<file path="src/verilog/rail_seq_pkg.sv">
/*
  Package for the rail sequencing and group control block: command codes,
  field positions, reset values, event kinds and the carrier structs.
  Assumes a register port that presents one whole command word per write.
*/
`default_nettype none
package rail_seq_pkg;
  localparam logic [7:0] CMD_LOOP_COMP  = 8'hdf;
  localparam logic [7:0] CMD_RAIL_ORDER = 8'he0;
  localparam logic [7:0] CMD_GROUP      = 8'he2;

  localparam int LC_EN_BIT     = 24;
  localparam int LC_USED_BITS  = 25;
  localparam int RO_PRE_EN_BIT = 15;
  localparam int RO_PRE_LSB    = 8;
  localparam int RO_SEQ_EN_BIT = 7;
  localparam int RO_SEQ_LSB    = 0;
  localparam int GR_VOUT_EN    = 21;
  localparam int GR_VOUT_LSB   = 16;
  localparam int GR_OP_EN      = 13;
  localparam int GR_OP_LSB     = 8;
  localparam int GR_PF_EN      = 5;
  localparam int GR_PF_LSB     = 0;

  localparam logic [15:0] RAIL_ORDER_RESET = 16'h0000;
  localparam logic [15:0] RAIL_ORDER_MASK  = 16'h9f9f;
  localparam logic [31:0] GROUP_MASK       = 32'h003f3f3f;
  localparam logic [31:0] LOOP_COMP_MASK   = 32'h01ffffff;

  typedef enum logic [2:0] {
    EV_NONE, EV_POWER_GOOD, EV_POWER_DOWN, EV_POWER_FAIL, EV_VOUT, EV_OPERATION
  } event_kind_t;

  typedef struct packed {
    logic        valid;
    event_kind_t kind;
    logic [4:0]  id;
    logic [15:0] data;
  } bus_event_t;

  typedef struct packed {
    logic        wr;
    logic        rd;
    logic [7:0]  cmd;
    logic [31:0] wdata;
  } reg_req_t;
endpackage
`default_nettype wire

</file>
<file path="src/verilog/rail_sequence_group_control.sv">
/*
  Rail sequencing and group membership control of one output page.
  Holds the loop compensation, rail order and group words, answers
  events from peers on the shared event bus and decides output on/off.
  Assumes the command decoder and event bus receiver run on sys_clk and
  deliver one-cycle requests; strap inputs are static pins.
*/
// Notes on behaviour
// - With prequel on, turn on only when enabled and prequel rail sent power good.
// - With sequel on, start delayed turn-off once sequel rail sent power down.
// - Rail order word: prequel ID bits 12:8, sequel ID bits 4:0, others unused.
// - Bit 15 enables prequel, bit 7 enables sequel, activating the byte's ID.
// - A cleared enable bit means no predecessor or follower; the ID is ignored.
// - A written rail order word overrides the strap-selected sequencing setup.
// - Rail order word resets to zero, both modes off; read/write.
// - Group bit 21 allows broadcast voltage commands for own voltage group.
// - Bits 20:16 hold the voltage group ID compared with the event ID.
// - Group bit 13 allows broadcast operation commands for own group.
// - Bits 12:8 hold the operation group ID compared with the event ID.
// - Bit 5 set: matching power fail shuts output down at once.
// - Bit 5 clear: matching power fail gives a sequenced shutdown.
// - Bits 4:0 hold power fail group ID, sent out and matched on receive.
// - In two-phase sharing, power fail responses spread over phases regardless.
// - Group IDs and rail IDs are matched independently, never inferred.
// - Loop compensation word resets from the compensation strap decode.
`timescale 1ns/10ps
`default_nettype none
module rail_sequence_group_control
  import rail_seq_pkg::*;
(
  input  wire logic        sys_clk,             // 50 MHz clock
  input  wire logic        rst_n,               // Asynchronous reset, active low
  input  wire reg_req_t    req,                 // Command write or read, one-cycle strobes
  output logic [31:0]      rdata,               // Read data, valid the cycle after rd
  input  wire logic [7:0]  comp_strap_gain,     // Compensation strap decoded gain
  input  wire logic [7:0]  comp_strap_residual, // Compensation strap decoded residual
  input  wire logic [15:0] strap_rail_order,    // Sequencing setup chosen by config strap
  input  wire logic [31:0] strap_group,         // Group word chosen by config strap
  input  wire logic        two_phase_share,     // Event bus setup selects 2-phase sharing
  input  wire logic        phase_sel,           // This controller's phase, 0 or 1
  input  wire logic        enable_request,      // Enable pin or operation state active
  input  wire bus_event_t  evt,                 // Event received from the shared bus
  output logic             output_on,           // Output stage enable
  output logic             sequenced_off,       // Output off after programmed delays
  output logic             vout_accept,         // Broadcast voltage command accepted
  output logic             operation_accept,    // Broadcast operation command accepted
  output logic [4:0]       fail_group_id        // ID sent with own power fail events
);

  function automatic logic id_match(input logic en, input logic [4:0] a, input logic [4:0] b);
    id_match = en && (a == b);
  endfunction

  // Kind check of a received event, shared by every matcher below.
  function automatic logic is_event(input bus_event_t e, input event_kind_t k);
    is_event = e.valid && (e.kind == k);
  endfunction

  logic [31:0] loop_comp_q, loop_comp_d;
  logic [15:0] rail_order_q, rail_order_d;
  logic [31:0] group_q, group_d;
  logic        order_written_q, order_written_d;
  logic        group_written_q, group_written_d;
  logic        strap_loaded_q, strap_loaded_d;
  logic [31:0] rdata_d;

  logic [15:0] order_eff;
  logic [31:0] group_eff;

  // The compensation strap is caught in the first clocked cycle after reset release; the rail order and group straps are used live until written.
  always_comb begin
    loop_comp_d     = loop_comp_q;
    rail_order_d    = rail_order_q;
    group_d         = group_q;
    order_written_d = order_written_q;
    group_written_d = group_written_q;
    strap_loaded_d  = 1'b1;
    rdata_d         = rdata;
    if (!strap_loaded_q) begin
      loop_comp_d = {8'h00, comp_strap_residual, 8'h00, comp_strap_gain};
    end
    if (req.wr) begin
      case (req.cmd)
        CMD_LOOP_COMP: loop_comp_d = req.wdata & LOOP_COMP_MASK;
        CMD_RAIL_ORDER: begin
          rail_order_d    = req.wdata[15:0] & RAIL_ORDER_MASK;
          order_written_d = 1'b1;
        end
        CMD_GROUP: begin
          group_d         = req.wdata & GROUP_MASK;
          group_written_d = 1'b1;
        end
        default: ;
      endcase
    end
    if (req.rd) begin
      case (req.cmd)
        CMD_LOOP_COMP:  rdata_d = loop_comp_q;
        CMD_RAIL_ORDER: rdata_d = {16'h0000, order_eff};
        CMD_GROUP:      rdata_d = group_eff;
        default:        rdata_d = 32'h00000000;
      endcase
    end
  end

  always_ff @(posedge sys_clk or negedge rst_n) begin
    if (!rst_n) begin
      loop_comp_q     <= 32'h00000000;
      rail_order_q    <= RAIL_ORDER_RESET;
      group_q         <= 32'h00000000;
      order_written_q <= 1'b0;
      group_written_q <= 1'b0;
      strap_loaded_q  <= 1'b0;
      rdata           <= 32'h00000000;
    end else begin
      loop_comp_q     <= loop_comp_d;
      rail_order_q    <= rail_order_d;
      group_q         <= group_d;
      order_written_q <= order_written_d;
      group_written_q <= group_written_d;
      strap_loaded_q  <= strap_loaded_d;
      rdata           <= rdata_d;
    end
  end

  // A written word wins over the strap-selected setup once written.
  assign order_eff = order_written_q ? rail_order_q : (strap_rail_order & RAIL_ORDER_MASK);
  assign group_eff = group_written_q ? group_q : (strap_group & GROUP_MASK);

  logic pre_en, seq_en;
  logic [4:0] pre_id, seq_id;
  assign pre_en = order_eff[RO_PRE_EN_BIT];
  assign seq_en = order_eff[RO_SEQ_EN_BIT];
  assign pre_id = order_eff[RO_PRE_LSB +: 5];
  assign seq_id = order_eff[RO_SEQ_LSB +: 5];

  // Rail events carry rail IDs and group events group IDs; each is compared
  // only within its own kind so that the two ID spaces never cross.
  // Level pins from outside the clock domain pass three flip-flops, and a
  // new level is taken only once the second and third stages agree. A pin
  // glitch shorter than one clock therefore never reaches the on/off logic.
  localparam int PIN_CNT = 3;

  logic [PIN_CNT-1:0] pin_raw;
  wire  [PIN_CNT-1:0] pin_lvl;
  logic               en_lvl;
  logic               share_lvl;
  logic               phase_lvl;

  assign pin_raw = {phase_sel, two_phase_share, enable_request};

  generate
    for (genvar i = 0; i < PIN_CNT; i++) begin : g_pin_sync
      logic s1_q, s1_d;
      logic s2_q, s2_d;
      logic s3_q, s3_d;
      logic lvl_q, lvl_d;

      always_comb begin
        s1_d  = pin_raw[i];
        s2_d  = s1_q;
        s3_d  = s2_q;
        lvl_d = lvl_q;
        if (s2_q == s3_q) begin
          lvl_d = s3_q;
        end
      end

      always_ff @(posedge sys_clk or negedge rst_n) begin
        if (!rst_n) begin
          s1_q  <= 1'b0;
          s2_q  <= 1'b0;
          s3_q  <= 1'b0;
          lvl_q <= 1'b0;
        end else begin
          s1_q  <= s1_d;
          s2_q  <= s2_d;
          s3_q  <= s3_d;
          lvl_q <= lvl_d;
        end
      end

      assign pin_lvl[i] = lvl_q;
    end
  endgenerate

  assign en_lvl    = pin_lvl[0];
  assign share_lvl = pin_lvl[1];
  assign phase_lvl = pin_lvl[2];

  logic pg_hit;
  logic pd_hit;
  logic pf_hit;
  assign pg_hit = is_event(evt, EV_POWER_GOOD)
                  && id_match(pre_en, pre_id, evt.id);
  assign pd_hit = is_event(evt, EV_POWER_DOWN)
                  && id_match(seq_en, seq_id, evt.id);
  assign pf_hit = is_event(evt, EV_POWER_FAIL)
                  && evt.id == group_eff[GR_PF_LSB +: 5];

  // The power fail ID leaves through a register. It is taken from the
  // next-state words so that it never lags the word the matcher uses.
  logic [4:0] fail_id_q, fail_id_d;

  always_comb begin
    fail_id_d = strap_group[GR_PF_LSB +: 5];
    if (group_written_d) begin
      fail_id_d = group_d[GR_PF_LSB +: 5];
    end
  end

  always_ff @(posedge sys_clk or negedge rst_n) begin
    if (!rst_n) begin
      fail_id_q <= 5'h00;
    end else begin
      fail_id_q <= fail_id_d;
    end
  end

  logic pre_seen_q, pre_seen_d;
  logic on_q, on_d;
  logic held_off_q, held_off_d;
  logic seq_off_q, seq_off_d;
  logic vout_q, vout_d;
  logic oper_q, oper_d;
  logic immediate;
  logic shut_hit;

  // In two-phase sharing the response alternates by phase: phase 0 drops
  // at once, phase 1 sequences, so the fail load is spread over the pair.
  assign immediate = share_lvl ? !phase_lvl : group_eff[GR_PF_EN];

  assign shut_hit = (on_q && pd_hit) || pf_hit;

  // After an event shutdown the rail stays off until the enable drops;
  // otherwise a stale prequel power good would switch it straight back on.
  always_comb begin
    pre_seen_d = pre_seen_q;
    on_d       = on_q;
    held_off_d = held_off_q;
    seq_off_d  = 1'b0;
    vout_d     = is_event(evt, EV_VOUT)
                 && id_match(group_eff[GR_VOUT_EN], group_eff[GR_VOUT_LSB +: 5],
                             evt.id);
    oper_d     = is_event(evt, EV_OPERATION)
                 && id_match(group_eff[GR_OP_EN], group_eff[GR_OP_LSB +: 5],
                             evt.id);
    if (pg_hit) begin
      pre_seen_d = 1'b1;
    end
    if (!en_lvl) begin
      on_d       = 1'b0;
      held_off_d = 1'b0;
      pre_seen_d = pg_hit;
    end else if (!on_q && !held_off_q && (!pre_en || pre_seen_q)) begin
      on_d = 1'b1;
    end
    if (on_q && pd_hit) begin
      on_d      = 1'b0;
      seq_off_d = 1'b1;
    end
    if (pf_hit) begin
      on_d      = 1'b0;
      seq_off_d = on_q && !immediate;
    end
    if (shut_hit && en_lvl) begin
      held_off_d = 1'b1;
      pre_seen_d = 1'b0;
    end
  end

  always_ff @(posedge sys_clk or negedge rst_n) begin
    if (!rst_n) begin
      pre_seen_q <= 1'b0;
      on_q       <= 1'b0;
      held_off_q <= 1'b0;
      seq_off_q  <= 1'b0;
      vout_q     <= 1'b0;
      oper_q     <= 1'b0;
    end else begin
      pre_seen_q <= pre_seen_d;
      on_q       <= on_d;
      held_off_q <= held_off_d;
      seq_off_q  <= seq_off_d;
      vout_q     <= vout_d;
      oper_q     <= oper_d;
    end
  end

  assign output_on        = on_q;
  assign sequenced_off    = seq_off_q;
  assign vout_accept      = vout_q;
  assign operation_accept = oper_q;
  assign fail_group_id    = fail_id_q;

endmodule
`default_nettype wire

</file>
<file path="config.mk">
export PLATFORM = sky130hd
export DESIGN_NAME = rail_sequence_group_control
export DESIGN_NICKNAME = d
export VERILOG_FILES = /design/src/verilog/rail_seq_pkg.sv /design/src/verilog/rail_sequence_group_control.sv
export SDC_FILE = /design/constraint.sdc
export NUM_CORES = 1
export LEC_CHECK = 0
export CORE_UTILIZATION = 60
export DETAILED_ROUTE_END_ITERATION = 12
export DONT_BUFFER_PORTS = 1
export GPL_TIMING_DRIVEN = 0
export PLACE_DENSITY_LB_ADDON = 0.05
export SLEW_MARGIN = 0
export SYNTH_ARGS = -nofsm -noshare
export SYNTH_HDL_FRONTEND = slang
export SYNTH_SLANG_ARGS = --single-unit
export TNS_END_PERCENT = 50
</file>
<file path="constraint.sdc">
create_clock -name sys_clk -period 4.09 [get_ports sys_clk]
set_input_delay 0 -clock sys_clk [delete_from_list [all_inputs] [get_ports sys_clk]]
set_output_delay 0 -clock sys_clk [all_outputs]
set_load 0.005 [all_outputs]
</file>
==> results.toml, run 1 <==
[power]
p_per_area_nw_per_um2 = 436
ir_drop_v = 0.000356
power_leakage_nw = 3.22

[clock_network]
cts_buffer_depth = 2
cts_root_buf = "clkbuf_8"
cts-buffers-inserted = 17
postCtsResizedCells = 0
htree_levels = 4
clk_latency_ps = 500
clkSinkCount = 120
cts_tree = "yes"
cts_setup_buffers = 0
clk_pin_slew_worst_paths_ps = 60

[global_route]
grt_pass1_vias = 4601
antenna_found_initial = 0
grt_max_degree = 121
overflow = 0
grt_pass1_wl_um = 23900
grt_use_total_pct = 33.2

[yosys]
yosysTopAreaCell = "dfrtp_1"
syn_inst = 493
syn_area_per_cell_um2 = 11.3
yosys_warnings = 0
yosysSeqAreaShare_pct = 53.9
synth_flop_cell = "dfrtp_1"
syn_nets = 629
ys_ff_latch = 120
synth_top_cell_area_share_pct = 53.9
async_reset_ff_share_pct = 100
yosysUniqueCellTypes = 47
yosys-top-cells-area = "dfrtp_1 (54%), mux2i_1 (7.0%), mux2_2 (5.3%)"
syn_area_um2 = 5570
synth_edf_count = 0

[routing]
first_pass_iters = 9
drt_iter0_markers = 269
via_per_inst = 5.96
wl_per_cell_um = 21.3
routed-via-count = 4302
drt_wl_total_um = 15300
drc_errors = 8
drtAntennaViolNets = 0

[floorplanning]
io_pins = 177
initial_core_util_pct = 62.9
rows = 34
core_area_um2 = 8850
die_area_um2 = 9670
dieHeight_um = 98.3
die_x_um = 98.3

[sta]
timing.fmax_ghz = 0.312
slew-limit-headroom_pct = 51.1
hold_violations = 0
fin_crit_sh_pct = 78.5
finClkSkew_ps = 6.70
tightest_slew_ps = 733
setup_viol = 0
min_period_ps = 3210
slew_viol_final = 0
timing.hold.ws_ps = 21.8
setup_tns_ps = 0
rsz0062_at_grt = "false"

[final_layout]
mostFrequentLayoutCells = "dfrtp_1 (120), dlygate4sd3_1 (88), nand2_1 (39), mux2i_1 (39), inv_1 (33)"
finish.utilization_pct = 81.9
drive_gt1_share_pct = 16.6
area_growth_pct = 30.1
antenna_cells = 0
layout_commonest_cell = "dfrtp_1"
final_nets = 737

[critical_path]
timing.rr.end = "operation_accept"
crit_end = "operation_accept"
worstPathRequired_ps = 4530
worstPathArrival_ps = 3650
worstReg2RegStart = "group_written_q"
crit_buf_inv = 5
crit_type = "flip-flop to flip-flop"
cp_common_cell = "dlygate4sd3_1"
path_depth = 9
slowest_delay_ps = 610
reg2regPathDepth = 9
cp_top_family = "buffers and inverters"
start_kind = "flip-flop"
worstPathCellList = "buf_6 -> buf_6 -> mux2i_1 -> nor4bb_1 -> dlygate4sd3_1 -> nand3_1 -> dlygate4sd3_1 -> nor2_1 -> dlygate4sd3_1"
crit_path_max_fanout = 10
r2r_slack_ps = 880
slowest_stage = "dlygate4sd3_1"
endpoint_kind = "flip-flop"
crit_path_start = "group_written_q"

[run]
cap_violations = 0

[run_status]
status = "finished, violations left"
violations = "DRC"

[place]
portBuffers = 0
hpwl_um = 9850
place.gp.congestion = 0.818

[worst_hold_path]
hold_path_class = "input pin to flip-flop"
==> registers in the layout (all words and copies together) (netlist names), 2 cells and up <==
| name | cells |
|---|---|
| loop_comp_q | 32 |
| group_q | 18 |
| g_pin_sync.lvl_q | 2 |
| g_pin_sync.s2_q | 3 |
| g_pin_sync.s3_q | 3 |
| rdata | 32 |
| g_pin_sync.s1_q | 3 |
| rail_order_q | 12 |
| fail_group_id | 5 |
==> through the flow <==
stage | worst slack (ps) | total power, mW | cells | cell area [um2]
2_1_floorplan | 2530 | 1.42 | 493 | 5570
3_3_place_gp | 2260 | 1.46 | 601 | 5700
3_5_place_dp | 2240 | 1.47 | 601 | 5700
4_1_cts | 940 | 3.16 | 722 | 7250
5_1_grt | 796 | 3.24 | 722 | 7250
6_report | 881 | 3.16 | 722 | 7250
==> metal layers <==
metal	share of wire, %	GRT usage, %	routed length (um)
met1	40	42.1	6130
met2	49	54.4	7480
met3	8.0	9.16	1230
met4	3.3	13.3	510
met5	0	0	0
==> how the worst min path moves through the flow <==
stage | slack, ps | startpoint | cells after the start | endpoint
detailed placement | -290 | rst_n | 0 | rdata[28]
floorplan | -300 | rst_n | 0 | en_lvl
finish | 20 | evt[24] | 4 | output_on
CTS | 3 | evt[24] | 4 | output_on
global placement | -290 | rst_n | 0 | rdata[28]
global route | 40 | enable_request | 1 | g_pin_sync[0].s1_q
==> what timing repair did <==
action | in CTS | in global routing
hold buffers | 89 | 0
endpoints found under the setup margin | 0 | 0
endpoints found under the hold margin | 221 | 0
==> synth_stat cells (2+ instances only) <==
cell,instances
a21oi_1,18
a221oi_1,4
a22oi_1,4
and2_1,2
and3_1,9
buf_1,2
buf_2,12
buf_4,2
buf_6,6
clkbuf_1,10
dfrtp_1,120
inv_1,33
maj3_1,3
mux2_2,26
mux2_4,11
mux2i_1,39
nand2_1,39
nand3_1,26
nand4_1,5
nor2_1,18
nor4_2,2
nor4_4,2
o21ai_0,15
o21ai_1,16
o22ai_1,25
xnor2_1,7
xor2_1,17
==> worst min-delay path, delay by kind of cell <==
family             cells  cell delay (ps)
AOI/OAI and AO/OA      1               90
and+or+nand+nor        3              390
==> cell families (layout without fill, tap and decap cells) <==
logic type / after synthesis / in the layout / share of synthesized area (%)
AO/OA/AOI/OAI: 87 / 87 / 9.32
adder cells (fa/ha/maj): 3 / 3 / 0.539
multiplexers: 76 / 76 / 15.2
XOR/XNOR: 25 / 25 / 4.07
other: 1 / 1 / 0.0673
flip-flops: 120 / 120 / 53.9
AND/OR/NAND/NOR: 113 / 113 / 10.7
buffers and inverters: 68 / 189 / 6.11
==> report_power, final <==
part / leakage, nW / total [mW] / switching (mW) / internal, mW
logic: 1.32 / 0.297 / 0.149 / 0.148
registers: 1.59 / 1.26 / 0.0304 / 1.23
clock network: 0.309 / 1.60 / 0.529 / 1.07
total: 3.22 / 3.16 / 0.708 / 2.45
==> final cells by class <==
class,instances,area (um2)
buffer,34,213
clock buffer,20,435
clock inverter,12,199
fill,531,1600
inverter,34,128
multi-input combinational,305,2230
sequential,120,3000
tap,108,135
timing repair buffer,89,908
Power figures use the tool's default switching activity.
==> run 2, diff against run 1 <==
--- a/config.mk
+++ b/config.mk
@@ -5,7 +5,7 @@
 export SDC_FILE = /design/constraint.sdc
 export NUM_CORES = 1
 export LEC_CHECK = 0
-export CORE_UTILIZATION = 60
+export CORE_UTILIZATION = 57
 export DETAILED_ROUTE_END_ITERATION = 12
 export DONT_BUFFER_PORTS = 1
 export GPL_TIMING_DRIVEN = 0
==> constraint.sdc (replaced) <==
create_clock -name sys_clk -period 2.9 [get_ports sys_clk]
set_input_delay 0 -clock sys_clk [delete_from_list [all_inputs] [get_ports sys_clk]]
set_output_delay 0 -clock sys_clk [all_outputs]
set_load 0.005 [all_outputs]
==> results.toml, run 2 (synthesis results as in run 1) <==
[run_status]
status = "complete, no violations"

[sta]
hold_violations = 0
slew_viol_final = 0
setup_viol = 0
rsz0062_at_grt = "false"
slew-limit-headroom_pct = 46.2
setup_tns_ps = 0
tightest_slew_ps = 806
finClkSkew_ps = 6.48
timing.fmax_ghz = 0.367
timing.hold.ws_ps = 29.0
fin_ws_ps = 174
fin_crit_sh_pct = 94.0
min_period_ps = 2730

[place]
dp_slack_ps = 1000
dpl-instance-area_um2 = 5730
place.gp.congestion = 0.828
portBuffers = 0
hpwl_um = 10100

[final_layout]
layout_commonest_cell = "dfrtp_1"
fillCellCount = 647
final_nets = 743
antenna_cells = 0
mostFrequentLayoutCells = "dfrtp_1 (120), dlygate4sd3_1 (94), nand2_1 (39), mux2i_1 (39), inv_1 (33)"
drive_gt1_share_pct = 16.8
final_area_um2 = 7280
finish.utilization_pct = 77.7
area_growth_pct = 30.7
largestRegisters = "loop_comp_q (32), rdata (32), group_q (18)"

[critical_path]
timing.rr.end = "operation_accept"
worstReg2RegStart = "group_written_q"
worstPathArrival_ps = 3160
crit_type = "flip-flop to flip-flop"
worstPathRequired_ps = 3340
endpoint_kind = "flip-flop"
start_kind = "flip-flop"
crit_path_max_fanout = 10
reg2regPathDepth = 8
r2r_slack_ps = 170

[clock_network]
clk_pin_slew_worst_paths_ps = 60
htree_levels = 4
cts_root_buf = "clkbuf_8"
cts_setup_buffers = 0
cts_tree = "yes"
cts-buffers-inserted = 17
clk_latency_ps = 520
clkSinkCount = 120
cts_buffer_depth = 2

[power]
ir_drop_v = 0.000455
p_per_area_nw_per_um2 = 588
power_leakage_nw = 3.22

[floorplanning]
die_area_um2 = 10200
initial_core_util_pct = 59.4
rows = 35
io_pins = 177
dieHeight_um = 101
core_area_um2 = 9370
die_x_um = 101

[worst_hold_path]
worstHoldStart = "two_phase_share"
hold_path_depth = 1
hold-path-endpoint = "g_pin_sync[1].s1_q"
hold_path_class = "input pin to flip-flop"

[global_route]
overflow = 0
grt_max_degree = 121
grt_pass1_vias = 4700
grt_use_total_pct = 32.9
grt_pass1_wl_um = 24300
antenna_found_initial = 0

[routing]
via_per_inst = 5.78
drt_wl_total_um = 15800
first_pass_iters = 7
routed-via-count = 4329
drt_iter0_markers = 177
drtAntennaViolNets = 0
drc_errors = 0
wl_per_cell_um = 21.1

[run]
cap_violations = 0
==> run 2: area by class of cell <==
class	instances	area [um2]	share of cell area, %
tap	129	161	2.22
inverter	34	128	1.75
timing repair buffer	95	968	13.3
buffer	34	213	2.92
sequential	120	3000	41.3
clock inverter	15	166	2.29
multi-input combinational	305	2230	30.6
clock buffer	17	414	5.69
==> run 2: what timing repair did <==
action / 4_1_cts / 5_1_grt
setup endpoints to repair: 0 / 0
hold endpoints to repair: 221 / 0
resized for setup: 0 / 0
hold buffers: 95 / 0
==> run 2: worst max-delay path by stage <==
stage,startpoint,end,slack [ps]
6_report,group_written_q,operation_accept,170
2_1_floorplan,order_written_q,pre_seen_q,1340
5_1_grt,group_written_q,operation_accept,130
4_1_cts,group_written_q,operation_accept,270
3_5_place_dp,group_written_q,vout_accept,1000
3_3_place_gp,group_written_q,vout_accept,1020
==> run 2: per-layer routing <==
metal	vias up	global-route usage, %	part of all wire (%)
li1	1945	-	-
met1	2165	40.1	40
met2	186	55.0	50
met3	33	8.67	7.8
met4	0	14.7	2.4
met5	-	0	0
==> run 2: worst max-delay path, stage by stage, from the launching register on <==
cell and delay (ps):
dfrtp_1 330, buf_6 170, buf_6 200, mux2i_1 370, xor2_1 180, dlygate4sd3_1 580, nand4_1 80, dlygate4sd3_1 570
nor2_1 150
==> run 2: stage by stage <==
stage | power [mW] | instances
5_1_grt | 4.39 | 749
3_5_place_dp | 2.07 | 622
6_report | 4.28 | 749
2_1_floorplan | 2.00 | 493
4_1_cts | 4.28 | 749
3_3_place_gp | 2.06 | 622
==> run 2: power by group <==
part	internal, mW	switching [mW]	leakage (nW)
Sequential	1.74	0.0401	1.59
Clock	1.24	0.828	0.276
Combinational	0.215	0.217	1.35
